`src/shared/atc_defs.svh`:
```
// Purpose: constants for the acquisition trigger control block
// Assumes: 32-bit avalon-mm register words, word addresses
// Notes:   included by bare name
`ifndef ATC_DEFS_SVH
`define ATC_DEFS_SVH

`define ATC_REG_CTRL      4'h0
`define ATC_REG_LEVEL     4'h1
`define ATC_REG_TIMEBASE  4'h2
`define ATC_REG_HOLDOFF   4'h3
`define ATC_REG_RECORD    4'h4
`define ATC_REG_STATUS    4'h5
`define ATC_REG_TRIGPOS   4'h6
`define ATC_REG_FORCE     4'h7

`define ATC_CTRL_RUN      0
`define ATC_CTRL_AUTO     1
`define ATC_CTRL_SLOPE    2
`define ATC_CTRL_SRC_LO   4
`define ATC_CTRL_SRC_HI   6
`define ATC_CTRL_TYPE_LO  8
`define ATC_CTRL_TYPE_HI  9
`define ATC_CTRL_PULSE_LO 12
`define ATC_CTRL_PULSE_HI 13
`define ATC_CTRL_LOGIC_LO 16
`define ATC_CTRL_LOGIC_HI 19
`define ATC_CTRL_LMODE    20
`define ATC_CTRL_LFUNC    21

`define ATC_ST_DONE       0
`define ATC_ST_REAL       1
`define ATC_ST_ARMED      2
`define ATC_ST_BUSY       3

`define ATC_AUTO_SHIFT    5'd8
`define ATC_HOLD_MIN      16'h0010
`define ATC_TRIG_FORCE    2'd0
`define ATC_TRIG_REAL     2'd1

`endif

```
`src/shared/atc_pkg.sv`:
```
// Purpose: types for the acquisition trigger control block
// Assumes: nothing
// Notes:   constants live in atc_defs.svh
package atc_pkg;
    typedef enum logic [2:0] {
        ATC_IDLE    = 3'b000,
        ATC_FILL    = 3'b001,
        ATC_ARMED   = 3'b010,
        ATC_POST    = 3'b011,
        ATC_HOLDOFF = 3'b100
    } atc_state_t;

    typedef enum logic [2:0] {
        ATC_SRC_CH1  = 3'b000,
        ATC_SRC_CH2  = 3'b001,
        ATC_SRC_CH3  = 3'b010,
        ATC_SRC_CH4  = 3'b011,
        ATC_SRC_LINE = 3'b100,
        ATC_SRC_AUX  = 3'b101
    } atc_src_t;

    typedef enum logic [1:0] {
        ATC_TYPE_EDGE  = 2'b00,
        ATC_TYPE_PULSE = 2'b01,
        ATC_TYPE_LOGIC = 2'b10
    } atc_type_t;

    typedef enum logic [1:0] {
        ATC_PULSE_WIDTH = 2'b00,
        ATC_PULSE_RUNT  = 2'b01,
        ATC_PULSE_GLTCH = 2'b10
    } atc_pulse_t;
endpackage

```
`src/core/atc_trigger_ctrl.sv`:
```
// Purpose: trigger control for a sampling acquisition system
// Assumes: comparator outputs and pins are asynchronous, two-flop synced here
// Notes:   registers over avalon-mm; one sample per clock written to memory
//
// The Avalon-MM register port and the register addresses are this design's own decisions.
`include "atc_defs.svh"
`timescale 1ns/10ps
`default_nettype none
module atc_trigger_ctrl
    import atc_pkg::*;
#(
    parameter int DEPTH_W = 10,
    parameter int LINE_DIV = 416667  // 25 MHz / 60 Hz
) (
    input  wire logic                clk,              // sample clock, 25 MHz
    input  wire logic                reset,            // async, active high
    input  wire logic [3:0]          ch_above,         // comparator: channel above level
    input  wire logic                aux_trig,         // auxiliary trigger pin
    input  wire logic                line_ref,         // mains reference pin
    input  wire logic [3:0]          ch_display_en,    // display enables, not used for trigger
    input  wire logic [3:0]          avs_address,      // word address
    input  wire logic                avs_read,         // read strobe
    input  wire logic                avs_write,        // write strobe
    input  wire logic [31:0]         avs_writedata,    // write data
    input  wire logic [3:0]          avs_byteenable,   // byte enables
    output logic      [31:0]         avs_readdata,     // read data
    output logic                     avs_waitrequest,  // stall
    output logic      [11:0]         level_dac,        // threshold to comparators
    output logic                     mem_we,           // sample write strobe
    output logic      [DEPTH_W-1:0]  mem_addr,         // sample write address
    output logic                     trig_pulse,       // accepted trigger, one cycle
    output logic                     acq_done          // acquisition complete flag
);
    localparam logic [DEPTH_W-1:0] ONE = DEPTH_W'(1);

    logic [3:0]  ch_s1_q, ch_s2_q, ch_prev_q;
    logic [1:0]  aux_s_q;
    logic [1:0]  line_s_q;
    logic        aux_prev_q, line_prev_q;
    logic [31:0] ctrl_q, timebase_q, record_q;
    logic [11:0] level_q;
    logic [7:0]  holdoff_q;
    logic        force_req_q, done_q, real_q, rd_ack_q;
    logic [DEPTH_W-1:0] trig_pos_q, wr_ptr_q, cnt_q;
    logic [31:0] timer_q, hold_cnt_q;
    atc_state_t  state_q;

    // register bus: one wait cycle on reads, writes accepted at once
    wire bus_wr = avs_write;
    assign avs_waitrequest = avs_read & ~rd_ack_q;

    always_ff @(posedge clk or posedge reset) begin
        if (reset) begin
            rd_ack_q <= 1'b0;
        end else begin
            rd_ack_q <= avs_read & ~rd_ack_q;
        end
    end

    function automatic logic [31:0] be_merge(input logic [31:0] old, input logic [31:0] nw,
                                             input logic [3:0] be);
        for (int i = 0; i < 4; i++) begin
            if (be[i]) begin
                old[i*8 +: 8] = nw[i*8 +: 8];
            end
        end
        return old;
    endfunction

    always_ff @(posedge clk or posedge reset) begin
        if (reset) begin
            ctrl_q     <= 32'h0000_0000;
            level_q    <= 12'h800;
            timebase_q <= 32'h0000_0100;
            holdoff_q  <= 8'h00;
            record_q   <= 32'h0000_0200;
        end else if (bus_wr) begin
            if (avs_address == `ATC_REG_CTRL) begin
                ctrl_q <= be_merge(ctrl_q, avs_writedata, avs_byteenable);
            end else if (avs_address == `ATC_REG_LEVEL) begin
                level_q <= 12'(be_merge({20'h0, level_q}, avs_writedata, avs_byteenable));
            end else if (avs_address == `ATC_REG_TIMEBASE) begin
                timebase_q <= be_merge(timebase_q, avs_writedata, avs_byteenable);
            end else if (avs_address == `ATC_REG_HOLDOFF) begin
                holdoff_q <= avs_byteenable[0] ? avs_writedata[7:0] : holdoff_q;
            end else if (avs_address == `ATC_REG_RECORD) begin
                record_q <= be_merge(record_q, avs_writedata, avs_byteenable);
            end
        end
    end

    always_ff @(posedge clk or posedge reset) begin
        if (reset) begin
            avs_readdata <= 32'h0000_0000;
        end else if (avs_read & ~rd_ack_q) begin
            if (avs_address == `ATC_REG_CTRL) begin
                avs_readdata <= ctrl_q;
            end else if (avs_address == `ATC_REG_LEVEL) begin
                avs_readdata <= {20'h0, level_q};
            end else if (avs_address == `ATC_REG_TIMEBASE) begin
                avs_readdata <= timebase_q;
            end else if (avs_address == `ATC_REG_HOLDOFF) begin
                avs_readdata <= {24'h0, holdoff_q};
            end else if (avs_address == `ATC_REG_RECORD) begin
                avs_readdata <= record_q;
            end else if (avs_address == `ATC_REG_STATUS) begin
                avs_readdata <= {28'h0, state_q == ATC_POST, state_q == ATC_ARMED,
                                 real_q, done_q};
            end else if (avs_address == `ATC_REG_TRIGPOS) begin
                avs_readdata <= 32'(trig_pos_q);
            end else begin
                avs_readdata <= 32'h0000_0000;
            end
        end
    end
    assign level_dac = level_q;
    // input synchronisers
    always_ff @(posedge clk or posedge reset) begin
        if (reset) begin
            ch_s1_q     <= 4'h0;
            ch_s2_q     <= 4'h0;
            ch_prev_q   <= 4'h0;
            aux_s_q     <= 2'h0;
            line_s_q    <= 2'h0;
            aux_prev_q  <= 1'b0;
            line_prev_q <= 1'b0;
        end else begin
            ch_s1_q     <= ch_above;
            ch_s2_q     <= ch_s1_q;
            ch_prev_q   <= ch_s2_q;
            aux_s_q     <= {aux_s_q[0], aux_trig};
            line_s_q    <= {line_s_q[0], line_ref};
            aux_prev_q  <= aux_s_q[1];
            line_prev_q <= line_s_q[1];
        end
    end
    // source select; display enables deliberately ignored
    atc_src_t src;
    logic     cur, prev;
    assign src = atc_src_t'(ctrl_q[`ATC_CTRL_SRC_HI:`ATC_CTRL_SRC_LO]);
    always_comb begin
        cur  = 1'b0;
        prev = 1'b0;
        case (src)
            ATC_SRC_CH1, ATC_SRC_CH2, ATC_SRC_CH3, ATC_SRC_CH4: begin
                cur  = ch_s2_q[src[1:0]];
                prev = ch_prev_q[src[1:0]];
            end
            ATC_SRC_LINE: begin
                cur  = line_s_q[1];
                prev = line_prev_q;
            end
            ATC_SRC_AUX: begin
                cur  = aux_s_q[1];
                prev = aux_prev_q;
            end
            default: ;
        endcase
    end
    // edge, pulse and logic event detection
    wire slope_fall = ctrl_q[`ATC_CTRL_SLOPE];
    wire edge_ev = slope_fall ? (prev & ~cur) : (~prev & cur);
    atc_type_t  ttype;
    atc_pulse_t pclass;
    assign ttype  = atc_type_t'(ctrl_q[`ATC_CTRL_TYPE_HI:`ATC_CTRL_TYPE_LO]);
    assign pclass = atc_pulse_t'(ctrl_q[`ATC_CTRL_PULSE_HI:`ATC_CTRL_PULSE_LO]);
    logic [15:0] pw_q;
    always_ff @(posedge clk or posedge reset) begin
        if (reset) begin
            pw_q <= 16'h0000;
        end else if (cur != prev) begin
            pw_q <= 16'h0001;
        end else if (pw_q != 16'hffff) begin
            pw_q <= pw_q + 16'h0001;
        end
    end
    // pulse end: width compares against level bits as qualifier limit
    wire pulse_end = slope_fall ? (~prev & cur) : (prev & ~cur);
    logic pulse_ev;
    always_comb begin
        case (pclass)
            ATC_PULSE_WIDTH: pulse_ev = pulse_end & (pw_q >= {8'h0, level_q[11:4]});
            ATC_PULSE_GLTCH: pulse_ev = pulse_end & (pw_q < {8'h0, level_q[11:4]});
            ATC_PULSE_RUNT:  pulse_ev = edge_ev & (ch_s2_q == 4'h0);
            default:         pulse_ev = 1'b0;
        endcase
    end
    wire [3:0] lmask = ctrl_q[`ATC_CTRL_LOGIC_HI:`ATC_CTRL_LOGIC_LO];
    wire lterm = ctrl_q[`ATC_CTRL_LFUNC] ? |(ch_s2_q & lmask)
                                         : ((ch_s2_q & lmask) == lmask);
    logic lterm_q;
    always_ff @(posedge clk or posedge reset) begin
        if (reset) begin
            lterm_q <= 1'b0;
        end else begin
            lterm_q <= lterm;
        end
    end
    // state variant gated by source edge, pattern on becoming true
    wire logic_ev = ctrl_q[`ATC_CTRL_LMODE] ? (edge_ev & lterm)
                                            : (lterm & ~lterm_q);
    logic real_ev;
    always_comb begin
        case (ttype)
            ATC_TYPE_PULSE: real_ev = pulse_ev;
            ATC_TYPE_LOGIC: real_ev = logic_ev;
            default:        real_ev = edge_ev;
        endcase
    end
    // force request: set wins over consumption
    wire force_wr = bus_wr && avs_address == `ATC_REG_FORCE && avs_writedata[0];
    wire run = ctrl_q[`ATC_CTRL_RUN];
    wire auto_mode = ctrl_q[`ATC_CTRL_AUTO];
    wire [31:0] auto_limit = timebase_q << `ATC_AUTO_SHIFT;
    wire timeout = auto_mode && timer_q >= auto_limit;
    wire armed = state_q == ATC_ARMED;
    wire take_real  = armed & real_ev;
    wire take_force = armed & ~real_ev & (force_req_q | timeout);
    wire accept = take_real | take_force;
    always_ff @(posedge clk or posedge reset) begin
        if (reset) begin
            force_req_q <= 1'b0;
        end else if (force_wr) begin
            force_req_q <= 1'b1;
        end else if (accept) begin
            force_req_q <= 1'b0;
        end
    end
    // auto timer restarts on every real event
    always_ff @(posedge clk or posedge reset) begin
        if (reset) begin
            timer_q <= 32'h0;
        end else if (real_ev | accept | ~armed) begin
            timer_q <= 32'h0;
        end else if (!timeout) begin
            timer_q <= timer_q + 32'h1;
        end
    end
    wire [DEPTH_W-1:0] pre_len  = record_q[DEPTH_W-1:0];
    wire [DEPTH_W-1:0] post_len = record_q[16 +: DEPTH_W];
    // holdoff scales min..max with time base
    wire [31:0] hold_len = 32'(`ATC_HOLD_MIN) + timebase_q * {24'h0, holdoff_q};
    always_ff @(posedge clk or posedge reset) begin
        if (reset) begin
            state_q    <= ATC_IDLE;
            cnt_q      <= '0;
            hold_cnt_q <= 32'h0;
        end else begin
            case (state_q)
                ATC_IDLE: begin
                    cnt_q <= '0;
                    if (run) begin
                        state_q <= ATC_FILL;
                    end
                end
                ATC_FILL: begin
                    cnt_q <= cnt_q + ONE;
                    if (cnt_q + ONE >= pre_len) begin
                        state_q <= ATC_ARMED;
                    end
                end
                ATC_ARMED: begin
                    cnt_q <= '0;
                    if (accept) begin
                        state_q <= ATC_POST;
                    end else if (!run) begin
                        state_q <= ATC_IDLE;
                    end
                end
                ATC_POST: begin
                    cnt_q <= cnt_q + ONE;
                    if (cnt_q + ONE >= post_len) begin
                        state_q    <= ATC_HOLDOFF;
                        hold_cnt_q <= 32'h0;
                    end
                end
                ATC_HOLDOFF: begin
                    hold_cnt_q <= hold_cnt_q + 32'h1;
                    if (hold_cnt_q + 32'h1 >= hold_len) begin
                        state_q <= ATC_IDLE;
                    end
                end
                default: state_q <= ATC_IDLE;
            endcase
        end
    end
    // circular sample memory write pointer
    always_ff @(posedge clk or posedge reset) begin
        if (reset) begin
            wr_ptr_q <= '0;
        end else if (mem_we) begin
            wr_ptr_q <= wr_ptr_q + ONE;
        end
    end
    assign mem_we   = state_q == ATC_FILL || armed || state_q == ATC_POST;
    assign mem_addr = wr_ptr_q;

    always_ff @(posedge clk or posedge reset) begin
        if (reset) begin
            trig_pos_q <= '0;
            real_q     <= 1'b0;
            done_q     <= 1'b0;
            trig_pulse <= 1'b0;
        end else begin
            trig_pulse <= accept;
            if (accept) begin
                trig_pos_q <= wr_ptr_q;
                real_q     <= take_real;
            end
            if (state_q == ATC_POST && cnt_q + ONE >= post_len) begin
                done_q <= 1'b1;
            end else if (bus_wr && avs_address == `ATC_REG_STATUS
                         && avs_writedata[`ATC_ST_DONE]) begin
                done_q <= 1'b0;
            end
        end
    end
    assign acq_done = done_q;
endmodule // atc_trigger_ctrl
`default_nettype wire

```
`config.mk`:
```
export PLATFORM = sky130hd
export DESIGN_NAME = atc_trigger_ctrl
export DESIGN_NICKNAME = d
export VERILOG_FILES = /design/src/shared/atc_pkg.sv /design/src/core/atc_trigger_ctrl.sv
export VERILOG_INCLUDE_DIRS = /design/src /design/src/shared
export SDC_FILE = /design/constraint.sdc
export NUM_CORES = 1
export LEC_CHECK = 0
export BUFFER_PORTS_ARGS = -buffer_cell sky130_fd_sc_hd__buf_2
export CORE_MARGIN = 2
export CORE_UTILIZATION = 30
export CTS_BUF_LIST = sky130_fd_sc_hd__clkbuf_4 sky130_fd_sc_hd__clkbuf_8
export DETAILED_ROUTE_END_ITERATION = 10
export HOLD_SLACK_MARGIN = 0.06
export RECOVER_POWER = 100
export SYNTH_ARGS = -nofsm -noshare
export SYNTH_HDL_FRONTEND = slang
export SYNTH_SLANG_ARGS = --single-unit
export TNS_END_PERCENT = 30
```
`constraint.sdc`:
```
create_clock -name clk -period 10.27 [get_ports clk]
set_input_delay 1.027 -clock clk [delete_from_list [all_inputs] [get_ports clk]]
set_output_delay 1.027 -clock clk [all_outputs]
set_load 0.02 [all_outputs]
```
==> results of run 1 <==
==> layer usage <==
metal	vias up	share of wire, %
met5	-	0.067
met4	6	2.5
met3	88	5.7
met2	404	45
met1	8153	47
li1	7979	-
==> cell families (layout without fill, tap and decap cells) <==
| kind of cell | after synthesis | in the layout | synth area share [%] |
|---|---|---|---|
| other | 0 | 2 | 0 |
| AOI/OAI and AO/OA | 368 | 368 | 10.7 |
| DFF | 285 | 285 | 32.1 |
| adders and majority gates | 317 | 317 | 23.1 |
| and+or+nand+nor | 744 | 744 | 16.9 |
| buffers and inverters | 399 | 534 | 6.82 |
| muxes | 104 | 104 | 5.57 |
| xor gates and xnor gates | 121 | 121 | 4.76 |
==> layout by cell type (no fill, tap or decap), drive strengths merged, types with 61 or more instances in the layout <==
cell	Yosys	final
inv	306	307
dfrtp	282	282
nand2	236	236
and2	193	193
ha	160	160
fa	157	157
clkbuf	79	156
o21ai	127	127
nor2	118	118
mux2	81	81
a21oi	70	70
nand3	63	63
xor2	61	61
==> area by class of cell <==
type                    instances  area share (%)
multi-input cells            1654            54.4
flip-flops and latches        285            28.7
well taps                     959            4.83
inverters                     306            4.63
clock buffers                  87            4.42
repair buffers                129            2.43
clock inverters                12           0.519
diodes                          2          0.0201
==> metrics by stage <==
step	total power, mW	setup slack (ns)
global placement	6.09	3.38
floorplan	5.08	1.38
detailed placement	6.15	3.33
CTS	7.46	3.36
finish	7.33	3.35
global route	8.22	2.89
==> how the worst max path moves through the flow <==
stage                     slack (ns)         start    endpoint  cells past startpoint
final                           3.35  holdoff_q[4]  state_q[2]                     23
after global routing            2.89  holdoff_q[4]  state_q[2]                     25
after CTS                       3.36  holdoff_q[4]  state_q[2]                     25
after detailed placement        3.33  holdoff_q[4]  state_q[2]                     25
after global placement          3.38  holdoff_q[4]  state_q[2]                     23
after floorplan                 1.38         reset    acq_done                      1
==> state kept, by name (all words and copies together) (netlist names), 2 cells and up <==
| signal | flops |
|---|---|
| state_q | 3 |
| ctrl_q | 32 |
| timer_q | 32 |
| trig_pos_q | 10 |
| avs_readdata | 32 |
| ch_s2_q | 4 |
| level_dac | 12 |
| ch_prev_q | 4 |
| pw_q | 16 |
| record_q | 32 |
| line_s_q | 2 |
| hold_cnt_q | 32 |
| mem_addr | 10 |
| holdoff_q | 8 |
| timebase_q | 32 |
| cnt_q | 10 |
| ch_s1_q | 4 |
| aux_s_q | 2 |
==> power groups by stage <==
stage / clock, mW / sequential [mW] / combinational (mW)
5_1_grt: 1.34 / 1.56 / 5.33
3_5_place_dp: 0 / 1.55 / 4.60
2_1_floorplan: 0 / 1.46 / 3.62
3_3_place_gp: 0 / 1.54 / 4.54
6_report: 1.25 / 1.53 / 4.55
4_1_cts: 1.28 / 1.53 / 4.65
==> run summary, run 1 <==
outcome -> finished, violations left
failing checks -> capacitance limit, slew limit
Clk pwr share -> 17.1%
# rows -> 99
Final Instance Count excl. Fillers -> 3,434
Root Buffer -> clkbuf_8
DP Cell Count -> 3,333
ANT nets after route -> 0
fillers -> 7,553
drt pass-1 iters -> 7
Routed WL per cell -> 16.9 um
internal reg-to-reg setup slack -> 3.35 ns
clk sinks -> 285
most frequent CP cell -> fa_1
RSZ-0062 raised after global routing -> false
reg2reg start -> holdoff_q[4]
VDD IR-drop max -> 0.199 mV
Worst R2R End -> state_q[2]
post-route cell area -> 0.0248 mm^2
postcts setup bufs -> 0
internal power -> 3.91 mW
clk_skew -> 0.0321 ns
vias in the first global route -> 16,700
synth warn -> 0
WL final -> 58.0 mm
Core Box Area -> 0.0732 mm^2
Num CTS Buffers -> 53
die height -> 276 um
post-synth top area cell -> dfrtp_1
vias -> 16,600
post-route DRC violation count -> 0
placed inst area -> 0.0238 mm^2
Critical Path RT -> 10.84 ns
Net Sw Frac -> 46.7%
Seq/Total Area, Yosys -> 32.1%
Worst Hold End -> ch_s2_q[1]
critical path class -> flip-flop to flip-flop
most instantiated cells after synthesis -> inv_1, dfrtp_1, nand2_1
overall routing resource usage -> 15.3%
first-pass GRT wire length -> 93.8 mm
reported leakage power -> 11.7 nW
CP bufs+invs -> 3
I/O Buffers -> 107
Worst Hold Launch -> ch_s1_q[1]
worst-path cell chain -> nand2_1, fa_1, fa_1, inv_1, fa_1, inv_1, fa_1, inv_1, ha_1, o21ai_0, o21ai_0, a21oi_1, nor3_1, o31ai_1, nand2b_1, a21oi_1, xor2_1, ha_1, a21oi_1, o21ai_0, a211oi_1, o211ai_1, nand3_1
GR Util met3 -> 3.00%
actual slew at the worst max-slew pin -> 5.45 ns
clk slew on worst S/H paths -> 0.06 ns
synthesized area -> 0.0222 mm^2
grt peak-use layer -> met2
worst skew pair latency -> 0.65 ns
setup TNS -> 0 ns
PD cells -> 295 mW/mm^2
DP Wirelength -> 43.3 mm
number of hold buffers added after cts -> 0
Die X -> 276 um
Post-Syn Area per Cell -> 9.51 um^2
minimum clock period -> 6.92 ns
Post-layout nets -> 2,800
final hold vios -> 0
largest cells by area after synthesis -> dfrtp_1, fa_1, ha_1
synth-to-layout area growth -> 11.7%
slowest CP cell -> dfrtp_1
Syn Inst Count -> 2,338
grt ovf -> 0
post-cts sizing count -> 0
largest net degree at the start of global routing -> 169
Util after Layout -> 33.9%
1st-iter DRT viols -> 1,147
max-cap violation count -> 5
Clock Tree Buf Depth -> 3
number of enable flip-flop cells after synthesis -> 0
most frequent cell after synthesis -> inv_1
FF+latch count, synth -> 285
fraction of layout cells with a size suffix above 1 -> 10.5%
full die area -> 0.0763 mm^2
sequential share of power -> 20.9%
crit path max fanout -> 30
Global Route met2 Usage -> 24.0%
vias per cell -> 4.84
crit-path leading delay family -> adder cells
final setup fails -> 0
met1 Resource Use GR -> 21.3%
area of the multi-input gates -> 0.0135 mm^2
Post-synth top flop -> dfrtp_1
achievable clock frequency -> 0.144 GHz
RD Place Congestion -> 0.828
post-synth cell types -> 76
Yosys top cell area share -> 31.7%
asr flop ratio synth -> 100%
Post-Syn Nets -> 2,709
Hold Slack -> 0.349 ns
arrival time worst endpoint -> 7.49 ns
register cell area after layout -> 0.00714 mm^2
NetSw -> 3.42 mW
number of cells on the worst hold path -> 0
I/O Pins -> 112
Worst R2R Path Depth -> 23
CTS H-tree lvls -> 2
Comb pwr share -> 62.0%
element type at the critical path end -> flip-flop
final period utilization -> 67.4%
Slew Limit Fails -> 185
Initial Util -> 30.4%
max incr delay on CP -> 1.10 ns
Slew headroom -> -266%
HP Class -> flip-flop to flip-flop
Critical Path Start Type -> flip-flop
CTS tree -> done
initial antenna violation count -> 7
(Power assumes the default switching activity.)
==> inputs of run 2 (changes only) <==
clock period = 6.8 ns   (was 10.27 ns; I/O delays follow)
==> run summary, run 2 (same netlist as run 1, synthesis figures left out) <==
dpl ws -> 0.374 ns (was 3.33 ns)
# rows -> 99 (unchanged)
final hold vios -> 0 (unchanged)
Num CTS Buffers -> 52 (was 53)
slowest CP cell -> fa_1 (was dfrtp_1)
commonest non-fill, non-tap cell in the layout -> inv_1 (unchanged)
post-route cell area -> 0.0247 mm^2 (was 0.0248 mm^2)
setup TNS -> 0 ns (unchanged)
VDD IR-drop max -> 0.305 mV (was 0.199 mV)
vias in the first global route -> 16,800 (was 16,700)
Core Box Area -> 0.0732 mm^2 (unchanged)
actual slew at the worst max-slew pin -> 3.92 ns (was 5.45 ns)
worst-path cell chain -> and2_1, fa_1, fa_1, fa_1, inv_1, fa_1, inv_1, ha_1, o21a_1, o21ai_0, nor3_1, or3_1, a21o_1, a21oi_1, xor2_1, ha_1, a21oi_1, o21ai_0, a21o_1, a211oi_1, o21ai_0, a211oi_1, o211ai_1, nand3_1 (was nand2_1, fa_1, fa_1, inv_1, fa_1, inv_1, fa_1, inv_1, ha_1, o21ai_0, o21ai_0, a21oi_1, nor3_1, o31ai_1, nand2b_1, a21oi_1, xor2_1, ha_1, a21oi_1, o21ai_0, a211oi_1, o211ai_1, nand3_1)
register cell area after layout -> 0.00715 mm^2 (was 0.00714 mm^2)
ANT nets after route -> 0 (unchanged)
overall routing resource usage -> 15.3% (about the same)
RSZ-0062 raised after global routing -> false (unchanged)
worst skew pair latency -> 0.67 ns (was 0.65 ns)
Root Buffer -> clkbuf_8 (unchanged)
PD cells -> 443 mW/mm^2 (was 295 mW/mm^2)
postcts setup bufs -> 0 (unchanged)
crit path max fanout -> 10 (was 30)
fraction of layout cells with a size suffix above 1 -> 10.8% (was 10.5%)
full die area -> 0.0763 mm^2 (unchanged)
die height -> 276 um (unchanged)
clk_skew -> 0.0541 ns (was 0.0321 ns)
most used cells in the layout excluding fill and tap cells -> inv_1, dfrtp_1, nand2_1, and2_1, ha_1 (unchanged)
clk slew on worst S/H paths -> 0.05 ns (was 0.06 ns)
vias -> 16,700 (was 16,600)
CTS tree -> done (unchanged)
final setup fails -> 0 (unchanged)
Pwr Total -> 11.0 mW (was 7.33 mW)
placed inst area -> 0.0239 mm^2 (was 0.0238 mm^2)
Final Instance Count excl. Fillers -> 3,433 (was 3,434)
max incr delay on CP -> 0.55 ns (was 1.10 ns)
I/O Pins -> 112 (unchanged)
Post-layout nets -> 2,807 (was 2,800)
1st-iter DRT viols -> 1,227 (was 1,147)
post-route DRC violation count -> 0 (unchanged)
arrival time worst endpoint -> 6.93 ns (was 7.49 ns)
clk sinks -> 285 (unchanged)
WL final -> 58.1 mm (was 58.0 mm)
final period utilization -> 93.9% (was 67.4%)
minimum clock period -> 6.38 ns (was 6.92 ns)
Slew Limit Fails -> 436 (was 185)
critical path class -> flip-flop to flip-flop (unchanged)
fillers -> 7,528 (was 7,553)
most frequent CP cell -> fa_1 (unchanged)
Slew headroom -> -161% (was -266%)
Critical Path Start Type -> flip-flop (unchanged)
DP Wirelength -> 44.0 mm (was 43.3 mm)
HP Class -> input pin to flip-flop (was flip-flop to flip-flop)
Die X -> 276 um (unchanged)
grt ovf -> 0 (unchanged)
Clock Tree Buf Depth -> 3 (unchanged)
largest net degree at the start of global routing -> 123 (was 169)
Final Worst Setup Slack -> 0.416 ns (was 3.35 ns)
max-cap violation count -> 9 (was 5)
synth-to-layout area growth -> 11.2% (was 11.7%)
failing checks -> capacitance limit, slew limit (unchanged)
Initial Util -> 30.4% (unchanged)
RD Place Congestion -> 0.870 (was 0.828)
initial antenna violation count -> 7 (unchanged)
Routed WL per cell -> 16.9 um (about the same)
achievable clock frequency -> 0.157 GHz (was 0.144 GHz)
Critical Path RT -> 7.35 ns (was 10.84 ns)
I/O Buffers -> 107 (unchanged)
drt pass-1 iters -> 6 (was 7)
CTS H-tree lvls -> 2 (unchanged)
first-pass GRT wire length -> 93.6 mm (was 93.8 mm)
reported leakage power -> 11.7 nW (about the same)
DP Cell Count -> 3,341 (was 3,333)
element type at the critical path end -> flip-flop (unchanged)
Util after Layout -> 33.8% (was 33.9%)
outcome -> finished, violations left (unchanged)
Hold Slack -> 0.120 ns (was 0.349 ns)
vias per cell -> 4.86 (was 4.84)
area of the multi-input gates -> 0.0135 mm^2 (about the same)
-- run 2: cell count changes in the layout (fill, tap and decap cells not counted), sizes merged --
cell      change
buf           +6
bufinv        -2
clkbuf        -5
clkinv        +1
clkinvlp      -2
inv           +1
-- run 2: layout make-up --
type,count,share of cell area [%]
clock inverters,10,0.314
multi-input cells,1654,54.6
clock buffers,80,4.05
flip-flops and latches,285,28.9
repair buffers,137,2.61
inverters,306,4.65
well taps,959,4.85
diodes,2,0.0202
-- run 2: timing repair --
item	4_1_cts	5_1_grt
setup endpoints to repair	0	1
resized for setup	0	9
hold buffers	0	0
-- run 2: routing by layer --
layer | vias to the layer above | global-route usage, % | part of all wire [%]
li1 | 7990 | - | -
met2 | 405 | 24.0 | 45
met4 | 10 | 4.90 | 2.8
met5 | - | 0 | 0.10
met1 | 8193 | 21.3 | 47
met3 | 96 | 2.73 | 5.3
-- run 2: where the power goes --
group	internal (mW)	total [mW]	switching (mW)
clock	0.941	1.72	0.774
sequential	1.94	2.30	0.360
combinational	2.89	6.94	4.05
-- run 2: final timing paths --
| check | from | endpoint | slack (ns) | cells past startpoint |
|---|---|---|---|---|
| worst max register to register | timebase_q[5] | state_q[2] | 0.42 | 24 |
| worst min-delay path | ch_above[1] | ch_s1_q[1] | 0.12 | 1 |
| worst min register to register | ch_s1_q[0] | ch_s2_q[0] | 0.35 | 0 |
| worst max-delay path | timebase_q[5] | state_q[2] | 0.42 | 24 |
| max in group asynchronous | reset | timebase_q[1] | 1.83 | 3 |
| min in group asynchronous | reset | avs_readdata[17] | 0.37 | 2 |
-- run 2: critical path: cells and delay by family (launching register included) --
family,cells,cell delay (ns)
AO/OA/AOI/OAI,11,1.98
XOR/XNOR,1,0.16
adder cells (fa/ha/maj),6,2.69
buffers and inverters,2,0.09
flip-flops,1,0.54
AND/OR/NAND/NOR,4,0.80
==> inputs of run 3 (changes only) <==
BUFFER_PORTS_ARGS = -buffer_cell sky130_fd_sc_hd__buf_4   (was -buffer_cell sky130_fd_sc_hd__buf_2)
PLACE_DENSITY = 0.55   (was default)
==> run summary, run 3 (same netlist as run 1, synthesis figures left out) <==
fraction of layout cells with a size suffix above 1 -> 10.7% (was 10.8%)
achievable clock frequency -> 0.159 GHz (was 0.157 GHz)
initial antenna violation count -> 1 (was 7)
final hold vios -> 0 (unchanged)
arrival time worst endpoint -> 6.87 ns (was 6.93 ns)
Core Box Area -> 0.0732 mm^2 (unchanged)
RSZ-0062 raised after global routing -> false (unchanged)
clk slew on worst S/H paths -> 0.06 ns (was 0.05 ns)
Worst R2R End -> state_q[2] (unchanged)
Worst Hold Launch -> line_ref (was ch_above[1])
ANT nets after route -> 0 (unchanged)
worst skew pair latency -> 0.65 ns (was 0.67 ns)
worst-path cell chain -> and2_1, fa_1, fa_1, fa_1, inv_1, fa_1, inv_1, ha_1, a211o_1, o211ai_1, a21oi_1, or3_1, a21o_1, a21oi_1, xor2_1, ha_1, a21oi_1, o21ai_0, a21o_1, a211oi_1, o21ai_0, a211oi_1, o211ai_1, nand3_1 (was and2_1, fa_1, fa_1, fa_1, inv_1, fa_1, inv_1, ha_1, o21a_1, o21ai_0, nor3_1, or3_1, a21o_1, a21oi_1, xor2_1, ha_1, a21oi_1, o21ai_0, a21o_1, a211oi_1, o21ai_0, a211oi_1, o211ai_1, nand3_1)
max-cap violation count -> 8 (was 9)
post-route DRC violation count -> 0 (unchanged)
Routed WL per cell -> 17.6 um (was 16.9 um)
commonest non-fill, non-tap cell in the layout -> inv_1 (unchanged)
number of cells on the worst hold path -> 1 (unchanged)
DP Wirelength -> 45.7 mm (was 44.0 mm)
setup TNS -> 0 ns (unchanged)
internal reg-to-reg setup slack -> 0.50 ns (was 0.42 ns)
element type at the critical path end -> flip-flop (unchanged)
Clock Tree Buf Depth -> 3 (unchanged)
outcome -> finished, violations left (unchanged)
Hold Slack -> 0.168 ns (was 0.120 ns)
largest net degree at the start of global routing -> 144 (was 123)
most used cells in the layout excluding fill and tap cells -> inv_1, dfrtp_1, nand2_1, and2_1, ha_1 (unchanged)
synth-to-layout area growth -> 12.1% (was 11.2%)
CP bufs+invs -> 2 (unchanged)
Worst R2R Path Depth -> 24 (unchanged)
max incr delay on CP -> 0.56 ns (was 0.55 ns)
Initial Util -> 30.4% (unchanged)
WL final -> 60.3 mm (was 58.1 mm)
grt ovf -> 0 (unchanged)
placed inst area -> 0.0242 mm^2 (was 0.0239 mm^2)
actual slew at the worst max-slew pin -> 3.68 ns (was 3.92 ns)
CTS tree -> done (unchanged)
Util after Layout -> 34.0% (was 33.8%)
crit path max fanout -> 10 (unchanged)
clk sinks -> 285 (unchanged)
die height -> 276 um (unchanged)
VDD IR-drop max -> 0.271 mV (was 0.305 mV)
final period utilization -> 92.6% (was 93.9%)
final setup fails -> 0 (unchanged)
reg2reg start -> timebase_q[9] (was timebase_q[5])
reported leakage power -> 11.7 nW (about the same)
most frequent CP cell -> fa_1 (unchanged)
DP Cell Count -> 3,339 (was 3,341)
drt pass-1 iters -> 6 (unchanged)
CTS H-tree lvls -> 2 (unchanged)
Num CTS Buffers -> 50 (was 52)
Critical Path Start Type -> flip-flop (unchanged)
PD cells -> 447 mW/mm^2 (was 443 mW/mm^2)
Root Buffer -> clkbuf_8 (unchanged)
I/O Buffers -> 107 (unchanged)
Slew Limit Fails -> 363 (was 436)
Die X -> 276 um (unchanged)
I/O Pins -> 112 (unchanged)
failing checks -> capacitance limit, slew limit (unchanged)
Global Route met2 Usage -> 26.5% (was 24.0%)
clk_skew -> 0.0337 ns (was 0.0541 ns)
1st-iter DRT viols -> 884 (was 1,227)
Post-layout nets -> 2,803 (was 2,807)
met1 Resource Use GR -> 20.6% (was 21.3%)
overall routing resource usage -> 15.8% (was 15.3%)
Slew headroom -> -145% (was -161%)
critical path class -> flip-flop to flip-flop (unchanged)
full die area -> 0.0763 mm^2 (unchanged)
n_diodes -> 0 (was 2)
Worst Hold End -> line_s_q[0] (was ch_s1_q[1])
grt peak-use layer -> met2 (unchanged)
slowest CP cell -> fa_1 (unchanged)
GR Util met3 -> 2.26% (was 2.73%)
# rows -> 99 (unchanged)
minimum clock period -> 6.30 ns (was 6.38 ns)
first-pass GRT wire length -> 97.1 mm (was 93.6 mm)
Critical Path RT -> 7.38 ns (was 7.35 ns)
number of hold buffers added after cts -> 0 (unchanged)
crit-path leading delay family -> adder cells (unchanged)
vias -> 16,700 (about the same)
RD Place Congestion -> 0.864 (was 0.870)
post-route cell area -> 0.0249 mm^2 (was 0.0247 mm^2)
Final Instance Count excl. Fillers -> 3,432 (was 3,433)
HP Class -> input pin to flip-flop (unchanged)
vias in the first global route -> 17,500 (was 16,800)
vias per cell -> 4.87 (was 4.86)
run 3: how the worst max path moves through the flow:
stage,startpoint,end,slack [ns],cells past startpoint
after floorplan,holdoff_q[6],state_q[2],0.82,26
after detailed placement,holdoff_q[3],state_q[2],0.28,23
after CTS,holdoff_q[3],state_q[2],0.28,23
after global routing,timebase_q[3],state_q[2],0.01,24
final,timebase_q[9],state_q[2],0.50,24
after global placement,holdoff_q[2],state_q[2],0.35,25
run 3: final cells by class:
class | count | area [um^2]
clock buffers | 71 | 927
clock inverters | 22 | 216
fillers | 7500 | 48300
inverters | 306 | 1150
multi-input cells | 1654 | 13500
flip-flops and latches | 285 | 7140
well taps | 959 | 1200
repair buffers | 135 | 748
run 3: timing repair:
| action | in CTS | in global routing |
|---|---|---|
| setup buffers | 0 | 0 |
| endpoints found under the hold margin | 0 | 0 |
| resized for setup | 0 | 9 |
| endpoints found under the setup margin | 0 | 1 |
run 3: stage by stage:
step	total power [mW]	setup WS (ns)
6_report	11.1	0.505
5_1_grt	12.4	0.0107
4_1_cts	11.3	0.283
3_5_place_dp	9.44	0.282
3_3_place_gp	9.24	0.347
2_1_floorplan	7.68	0.823
run 3: worst register-to-register path, stage by stage (launching register included):
cell and delay [ns]:
dfrtp_1 0.55, and2_1 0.27, fa_1 0.53, fa_1 0.45, fa_1 0.55, inv_1 0.05, fa_1 0.56, inv_1 0.05
ha_1 0.34, a211o_1 0.27, o211ai_1 0.11, a21oi_1 0.11, or3_1 0.40, a21o_1 0.20, a21oi_1 0.17, xor2_1 0.18
ha_1 0.26, a21oi_1 0.11, o21ai_0 0.10, a21o_1 0.18, a211oi_1 0.21, o21ai_0 0.12, a211oi_1 0.26, o211ai_1 0.14
nand3_1 0.09
run 3: metal layers:
layer	vias to the layer above	routed length (um)
li1	7978	-
met1	8230	26500
met2	395	28600
met3	101	3000
met4	2	2150
met5	-	9
run 3: power by group:
part	internal, mW	leakage (nW)	switching (mW)
Combinational	2.91	7.48	4.12
Clock	1.01	0.605	0.788
Sequential	1.94	3.67	0.367
